$ cat src/rtl/dat_map.vh
// Register layout, reset values and timing counts for the analog timing and PWM block
`ifndef DAT_MAP_VH
`define DAT_MAP_VH
`define DAT_BIT_DSP_IRQ_ZERO_SEL 15
`define DAT_BIT_RSV9 9
`define DAT_BIT_DAC_RATE 8
`define DAT_BIT_USER_HI 7
`define DAT_BIT_USER_LO 6
`define DAT_BIT_ADC_EN 5
`define DAT_BIT_DONE 4
`define DAT_BIT_TRIG 3
`define DAT_BIT_CLK_SEL 1
`define DAT_BIT_ADC_RATE 0
`define DAT_CTRL_RESET 16'h0208
`define DAT_CTRL_WMASK 16'h81eb
`define DAT_CLK_HZ 125000000
`define DAT_ADC_FAST_HZ 16000
`define DAT_ADC_SLOW20_HZ 8000
`define DAT_ADC_SLOW29_HZ 9600
`define DAT_DAC_A20_HZ 16000
`define DAT_DAC_A29_HZ 8040
`define DAT_DAC_B20_HZ 10000
`define DAT_DAC_B29_HZ 9600
`define DAT_DIV(hz) (`DAT_CLK_HZ / (hz))
`define DAT_ADC_CONV_CYC 8
`define DAT_FIFO_DEPTH 8
`define DAT_FIFO_AW 3
`endif

$ cat src/rtl/dat_fifo.v
// Small synchronous FIFO with valid/ready on both sides
`timescale 1ns/1ps
`default_nettype none
module dat_fifo #(
  parameter WIDTH = 10,
  parameter DEPTH = 8,
  parameter AW = 3
) (
  input wire clk,
  input wire rst,
  input wire [WIDTH-1:0] in_data,
  input wire in_valid,
  output wire in_ready,
  output reg [WIDTH-1:0] out_data,
  output wire out_valid,
  input wire out_ready
);
  reg [WIDTH-1:0] mem [0:DEPTH-1];
  reg [AW:0] wr_ptr;
  reg [AW:0] rd_ptr;
  reg [AW:0] count;
  reg have_out;
  wire push;
  wire pop_mem;
  wire load_out;
  // Output register counts as one of the words held
  assign in_ready = ((count + {{AW{1'b0}}, have_out}) != DEPTH[AW:0]);
  assign push = in_valid && in_ready;
  assign out_valid = have_out;
  assign load_out = (count != {(AW+1){1'b0}}) && (!have_out || out_ready);
  assign pop_mem = load_out;
  always @(posedge clk) begin
    if (rst) begin
      wr_ptr <= {(AW+1){1'b0}};
      rd_ptr <= {(AW+1){1'b0}};
      count <= {(AW+1){1'b0}};
      have_out <= 1'b0;
      out_data <= {WIDTH{1'b0}};
    end else begin
      if (push) begin
        mem[wr_ptr[AW-1:0]] <= in_data;
        wr_ptr <= wr_ptr + 1'b1;
      end
      if (pop_mem) begin
        out_data <= mem[rd_ptr[AW-1:0]];
        rd_ptr <= rd_ptr + 1'b1;
        have_out <= 1'b1;
      end else if (out_ready) begin
        have_out <= 1'b0;
      end
      if (push && !pop_mem) begin
        count <= count + 1'b1;
      end else if (!push && pop_mem) begin
        count <= count - 1'b1;
      end
    end
  end
endmodule // dat_fifo
`default_nettype wire

$ cat src/rtl/dat_top.v
// Analog control word, sampling timers, A/D handshake and 10-bit PWM generator
`timescale 1ns/1ps
`default_nettype none
`include "dat_map.vh"
module dat_top (
  input wire CLK,
  input wire RST,
  input wire CTRL_WR,
  input wire CTRL_RD,
  input wire DATA_WR,
  input wire DATA_RD,
  input wire [15:0] WDATA,
  output reg [15:0] RDATA,
  output wire DATA_WR_READY,
  input wire DSP_IRQ_ZERO_EXT_SRC,
  output wire USER_OUTPUT_LO,
  output wire USER_OUTPUT_HI,
  output wire ADC_ENABLE,
  output reg ADC_START,
  input wire ADC_DONE,
  input wire [7:0] ADC_RESULT,
  output reg ADC_IRQ,
  output reg DAC_TICK,
  output reg DSP_IRQ_ZERO,
  output reg PWM_OUT
);
  // Divider counts as integers, cut to the counter width below
  localparam integer ADC_FAST_N = `DAT_DIV(`DAT_ADC_FAST_HZ);
  localparam integer ADC_S20_N = `DAT_DIV(`DAT_ADC_SLOW20_HZ);
  localparam integer ADC_S29_N = `DAT_DIV(`DAT_ADC_SLOW29_HZ);
  localparam integer DAC_A20_N = `DAT_DIV(`DAT_DAC_A20_HZ);
  localparam integer DAC_A29_N = `DAT_DIV(`DAT_DAC_A29_HZ);
  localparam integer DAC_B20_N = `DAT_DIV(`DAT_DAC_B20_HZ);
  localparam integer DAC_B29_N = `DAT_DIV(`DAT_DAC_B29_HZ);
  localparam [23:0] ADC_FAST = ADC_FAST_N[23:0];
  localparam [23:0] ADC_S20 = ADC_S20_N[23:0];
  localparam [23:0] ADC_S29 = ADC_S29_N[23:0];
  localparam [23:0] DAC_A20 = DAC_A20_N[23:0];
  localparam [23:0] DAC_A29 = DAC_A29_N[23:0];
  localparam [23:0] DAC_B20 = DAC_B20_N[23:0];
  localparam [23:0] DAC_B29 = DAC_B29_N[23:0];
  localparam [1:0] ST_IDLE = 2'd0;
  localparam [1:0] ST_CONV = 2'd1;

  reg [15:0] ctrl;
  reg [7:0] adc_data;
  reg done_flag;
  reg [1:0] adc_state;
  reg [23:0] adc_cnt;
  reg [23:0] dac_cnt;
  wire [23:0] adc_period;
  wire [23:0] dac_period;
  wire adc_tc;
  wire dac_tc;
  wire clk29;
  wire conv_req;

  // Divider terminal count for a given period
  function tc_of;
    input [23:0] cnt;
    input [23:0] period;
    begin
      tc_of = (cnt == period - 24'h000001);
    end
  endfunction

  assign clk29 = ctrl[`DAT_BIT_CLK_SEL];
  assign USER_OUTPUT_LO = ctrl[`DAT_BIT_USER_LO];
  assign USER_OUTPUT_HI = ctrl[`DAT_BIT_USER_HI];
  assign ADC_ENABLE = ctrl[`DAT_BIT_ADC_EN];

  // Control word write
  always @(posedge CLK) begin
    if (RST) begin
      ctrl <= `DAT_CTRL_RESET;
    end else if (CTRL_WR) begin
      ctrl <= (WDATA & `DAT_CTRL_WMASK) | 16'h0200;
    end
  end

  // Timer periods
  assign adc_period = ctrl[`DAT_BIT_ADC_RATE] ? ADC_FAST : (clk29 ? ADC_S29 : ADC_S20);
  assign dac_period = ctrl[`DAT_BIT_DAC_RATE] ? (clk29 ? DAC_B29 : DAC_B20)
                                              : (clk29 ? DAC_A29 : DAC_A20);
  assign adc_tc = tc_of(adc_cnt, adc_period);
  assign dac_tc = tc_of(dac_cnt, dac_period);

  // Free running sampling timers
  always @(posedge CLK) begin
    if (RST) begin
      adc_cnt <= 24'h000000;
      dac_cnt <= 24'h000000;
      DAC_TICK <= 1'b0;
    end else begin
      if (adc_tc || adc_cnt >= adc_period) begin
        adc_cnt <= 24'h000000;
      end else begin
        adc_cnt <= adc_cnt + 24'h000001;
      end
      if (dac_tc || dac_cnt >= dac_period) begin
        dac_cnt <= 24'h000000;
      end else begin
        dac_cnt <= dac_cnt + 24'h000001;
      end
      DAC_TICK <= dac_tc;
    end
  end

  // Conversion request: immediate on trigger write, else on timer
  // Enable written together with the trigger counts at once
  assign conv_req = (CTRL_WR && WDATA[`DAT_BIT_TRIG] && WDATA[`DAT_BIT_ADC_EN]) ||
    (ctrl[`DAT_BIT_ADC_EN] && !ctrl[`DAT_BIT_TRIG] && adc_tc);

  always @(posedge CLK) begin
    if (RST) begin
      adc_state <= ST_IDLE;
      ADC_START <= 1'b0;
      adc_data <= 8'h00;
      done_flag <= 1'b0;
      ADC_IRQ <= 1'b0;
    end else begin
      ADC_START <= 1'b0;
      ADC_IRQ <= 1'b0;
      case (adc_state)
        ST_IDLE: begin
          if (conv_req) begin
            ADC_START <= 1'b1;
            adc_state <= ST_CONV;
          end
        end
        ST_CONV: begin
          if (!ctrl[`DAT_BIT_ADC_EN]) begin
            adc_state <= ST_IDLE;
          end else if (ADC_DONE) begin
            adc_data <= ADC_RESULT;
            ADC_IRQ <= 1'b1;
            adc_state <= ST_IDLE;
          end
        end
        default: begin
          adc_state <= ST_IDLE;
        end
      endcase
      if (adc_state == ST_CONV && ctrl[`DAT_BIT_ADC_EN] && ADC_DONE) begin
        done_flag <= 1'b1;
      end else if (DATA_RD) begin
        done_flag <= 1'b0;
      end
    end
  end

  // Read data
  always @(posedge CLK) begin
    if (RST) begin
      RDATA <= 16'h0000;
    end else if (CTRL_RD) begin
      RDATA <= (ctrl & 16'h81eb) | 16'h0200 |
        {11'h000, done_flag, 4'h0};
    end else if (DATA_RD) begin
      RDATA <= {6'h00, adc_data, 2'b00};
    end
  end

  // Interrupt zero source
  always @(posedge CLK) begin
    if (RST) begin
      DSP_IRQ_ZERO <= 1'b0;
    end else begin
      DSP_IRQ_ZERO <= ctrl[`DAT_BIT_DSP_IRQ_ZERO_SEL] ? DSP_IRQ_ZERO_EXT_SRC : dac_tc;
    end
  end

  // D/A sample path through the FIFO
  wire [9:0] fifo_data;
  wire fifo_valid;
  reg [9:0] sample;
  reg [10:0] slot;
  reg [23:0] slot_cnt;
  wire [23:0] slot_len;
  wire period_end;
  wire active;
  wire [4:0] coarse;
  wire [4:0] fine;
  wire [4:0] grp;
  wire [4:0] pos;

  dat_fifo #(.WIDTH(10), .DEPTH(`DAT_FIFO_DEPTH), .AW(`DAT_FIFO_AW)) u_fifo (
    .clk(CLK),
    .rst(RST),
    .in_data(WDATA[9:0]),
    .in_valid(DATA_WR),
    .in_ready(DATA_WR_READY),
    .out_data(fifo_data),
    .out_valid(fifo_valid),
    .out_ready(period_end)
  );

  // Slot length: 1024 slots active; 16 kHz and 8040 Hz rates add 256 forced-low slots
  assign slot_len = ctrl[`DAT_BIT_DAC_RATE] ? (dac_period >> 10) : (dac_period / 24'd1280);
  assign active = ctrl[`DAT_BIT_DAC_RATE] ? 1'b1 : !slot[10];
  assign period_end = (slot_cnt >= slot_len - 24'h000001) &&
    (ctrl[`DAT_BIT_DAC_RATE] ? (slot[9:0] == 10'h3ff) : (slot == 11'h4ff));
  assign coarse = sample[9:5];
  assign fine = sample[4:0];
  assign grp = slot[9:5];
  assign pos = slot[4:0];

  always @(posedge CLK) begin
    if (RST) begin
      slot <= 11'h000;
      slot_cnt <= 24'h000000;
      sample <= 10'h000;
      PWM_OUT <= 1'b0;
    end else begin
      if (slot_cnt >= slot_len - 24'h000001) begin
        slot_cnt <= 24'h000000;
        slot <= period_end ? 11'h000 : slot + 11'h001;
      end else begin
        slot_cnt <= slot_cnt + 24'h000001;
      end
      if (period_end && fifo_valid) begin
        sample <= fifo_data;
      end
      if (!active) begin
        PWM_OUT <= 1'b0;
      end else if (pos == 5'h00) begin
        PWM_OUT <= (grp < fine);
      end else begin
        PWM_OUT <= (pos <= coarse);
      end
    end
  end
endmodule // dat_top
`default_nettype wire

$ cat config.mk
export PLATFORM = sky130hd
export DESIGN_NAME = dat_top
export DESIGN_NICKNAME = d
export VERILOG_FILES = /design/src/rtl/dat_fifo.v /design/src/rtl/dat_top.v
export VERILOG_INCLUDE_DIRS = /design/src /design/src/rtl
export SDC_FILE = /design/constraint.sdc
export NUM_CORES = 1
export LEC_CHECK = 0
export ABC_AREA = 1
export BUFFER_PORTS_ARGS = -buffer_cell sky130_fd_sc_hd__buf_4
export CAP_MARGIN = 5
export CORE_ASPECT_RATIO = 0.9
export CORE_MARGIN = 10
export CORE_UTILIZATION = 40
export DETAILED_ROUTE_END_ITERATION = 12
export SLEW_MARGIN = 10
export SYNTH_ARGS = -nofsm -noshare
export SYNTH_HDL_FRONTEND = slang
export SYNTH_SLANG_ARGS = --single-unit
$ cat constraint.sdc
create_clock -name CLK -period 9 [get_ports CLK]
set_input_delay 0.9 -clock CLK [delete_from_list [all_inputs] [get_ports CLK]]
set_output_delay 0.9 -clock CLK [all_outputs]
set_load 0.005 [all_outputs]
==> results by group <==
Status
  – Status: finished, final reports clean

Synthesis
  – Syn Std Cell Area: 0.0106 mm²
  – Post-synthesis sequential area ratio: 50.6%
  – Synth Area in Simple Gates: 20.2%
  – Synthesized netlist cell count: 1,200
  – Post-synthesis mux area share: 0%
  – Avg Cell Area, Syn: 8.83 µm²
  – Ys flop type: dfxtp_1
  – Async SR Flop Fraction: 0%
  – Synth cell types: 48
  – Largest family of logic cells by synthesized area: simple AND/OR/NAND/NOR gates
  – Flops & latches, synth: 228
  – Number of enable flip-flop cells after synthesis: 80
  – Post-synthesis adder-cell area fraction: 8.10%
  – Synth Area in Compound Gates: 11.0%
  – Ys Warns: 0
  – XOR/XNOR Fraction of Synth Area: 3.64%

STA
  – Slew @ Worst Pin: 1.09 ns
  – Rel. slew slack: 27.0%
  – RSZ-0062 raised after global routing: false
  – Fin crit share: 43.0%
  – Fmax: 259 MHz
  – Final Critical Period: 3.87 ns
  – Final Max Slew Viols: 0
  – Final setup fails: 0
  – Final TNS setup: 0 ns
  – Final hold vios: 0
  – Fin Clk Skew: 0.0136 ns
  – Setup WS post-layout: 5.13 ns

Clock network
  – H-tree depth: 1
  – CTS tree: yes
  – Clock latency reported for the late side of the worst-skew pair: 0.52 ns
  – Clock transition at path regs: 0.06 ns
  – CTS root buffer: clkbuf_16
  – Post-CTS Hold Buffers: 0
  – Cts bufs inserted: 25
  – Bufs on Longest Clock Path: 3
  – Cts repair resizes: 0
  – CTS Sinks: 228
  – Buffer count from post-CTS setup fixing: 0

Routing
  – ANT nets after route: 0
  – Initial drt markers: 510
  – Routed WL per cell: 13.4 µm
  – Pre-antenna DRT Iters: 5
  – Routed WL: 22.0 mm
  – Via density per instance: 4.83
  – Residual DRC count: 0
  – Via count: 7,919

Floorplan
  – Die area: 0.0334 mm²
  – Core area: 0.0261 mm²
  – Boundary pin count: 57
  – Chip width: 192 µm
  – Die Ht: 174 µm
  – Rows: 56
  – Starting density of the core: 40.6%

Global route
  – Initial antenna violation count: 0
  – GRT Resource Usage Total: 13.3%
  – Largest net degree at the start of global routing: 59
  – First-pass GRT wire length: 37.6 mm
  – Vias in the first global route: 7,594
  – Gr ovfl total: 0

Job
  – Max-cap violations: 0

Pwr
  – Total power: 2.67 mW
  – Max IR drop VDD: 103 µV
  – Pwr Density: 219 mW/mm²
  – LEAKAGE: 4.93 nW

Place
  – DP HPWL: 15.4 mm
  – Place WS: 5.12 ns
  – Port buffer count: 46
  – RePlAce Congestion: 0.821
  – Dpl cell area: 0.0114 mm²

Final layout
  – Share of layout cells above drive strength 1: 8.66%
  – Post-Layout Inst Area: 0.0122 mm²
  – Commonest non-fill, non-tap cell in the layout: nand2_1
  – Area grow syn2layout: 15.0%
  – Commonest cells after routing, fill and taps aside: nand2_1, nor2_1, dfxtp_1, inv_1
  – Final #Nets: 1,375
  – Diodes inserted: 0

Hold path
  – Hold Path Class: flip-flop to flip-flop

Critical path
  – Worst-path maximum fanout: 15
  – Setup crit end kind: flip-flop
  – Required time of the worst setup path: 9.41 ns
  – Most frequent CP cell: nand2_1
  – Worst path slowest cell: dfxtp_1
  – CP Cell Sequence: inv_1, ha_1, ha_1, a21oi_1, nand2_1, nand2_1, nand2_1, nand2_1, nand3_4, nand2_4, nand2_4, nand2_4, ha_1, inv_1, ha_1, nand2_1, nand2_1, a21oi_1, nor2_1, nor2_1, nand2_1, o21ai_0, a21oi_1
  – Largest stage delay, worst path: 0.53 ns
  – Crit Path Class: flip-flop to flip-flop
  – Startpoint types: flip-flop
  – CP Data Arrival Time: 4.27 ns
==> cells by family after synthesis <==
logic type | count (synthesis)
AO/OA/AOI/OAI | 207
XOR/XNOR | 44
adder cells (fa/ha/maj) | 68
buffers and inverters | 166
flip-flops | 228
other | 2
AND/OR/NAND/NOR | 485
==> worst max-delay path: cells and delay by family, from the launching register on <==
kind                     cells  cell delay, ns
AND/OR/NAND/NOR             13            1.27
adder cells (fa/ha/maj)      4            1.13
flip-flops                   1            0.53
AO/OA/AOI/OAI                4            0.50
buffers and inverters        2            0.30
==> routing by layer <==
layer | GRT usage, % | up-vias | routed length (µm)
met4 | 3.03 | 0 | 399
met5 | 0 | - | 0
met1 | 17.6 | 3643 | 10500
met2 | 22.1 | 98 | 10300
li1 | - | 4146 | -
met3 | 2.28 | 32 | 792
==> synth_stat cells (all sizes together), types with 10 or more instances <==
cell type | n | area [µm²]
clkbuf | 26 | 97.6
inv | 123 | 462
nor4 | 10 | 68.8
nor2 | 164 | 626
o21ai | 80 | 400
edfxtp | 80 | 2400
nand3 | 43 | 233
buf | 16 | 110
xnor2 | 15 | 131
xor2 | 29 | 254
nor3 | 32 | 170
nand4 | 17 | 106
o22ai | 12 | 75.1
nor3b | 12 | 90.1
nand2 | 194 | 758
ha | 67 | 838
dfxtp | 148 | 2960
a21oi | 80 | 404
==> flip-flops by register name (all words and copies together) (netlist names), 3 cells and up <==
register,count
adc_cnt,24
sample,10
dac_cnt,24
slot,11
adc_data,8
u_fifo.count,4
u_fifo.rd_ptr,3
u_fifo.wr_ptr,3
RDATA,11
slot_cnt,24
ctrl,8
u_fifo.out_data,10
u_fifo.mem,80
==> report_power, final <==
part / switching [mW] / internal (mW)
Combinational: 0.302 / 0.171
Sequential: 0.0480 / 1.13
Clock: 0.396 / 0.630
Total: 0.746 / 1.93
==> path summary, 6_finish.rpt <==
kind	start	depth (start not counted)	slack, ns	to
hold / removal	adc_data[7]	2	0.46	adc_data[7]
hold reg to reg	adc_data[7]	2	0.46	adc_data[7]
setup reg to reg	ctrl[8]	23	5.13	u_fifo.count[3]
setup / recovery	ctrl[8]	23	5.13	u_fifo.count[3]
==> layout make-up <==
type | count | area (µm²)
Clock buffer | 36 | 708
Sequential cell | 228 | 5370
Tap cell | 348 | 435
Clock inverter | 9 | 120
Timing Repair Buffer | 53 | 398
Fill cell | 2560 | 13900
Inverter | 124 | 465
Multi-Input combinational cell | 843 | 4700
==> per-stage QoR <==
step	std cells	hold WS (ns)	utilization (%)
after floorplan	1237	0.424	-
after global placement	1596	0.440	43.6
after detailed placement	1596	0.447	43.6
after CTS	1641	0.459	46.8
after global routing	1641	0.482	46.8
final	1641	0.455	46.8
No activity file was read; power rests on OpenSTA's default activity.
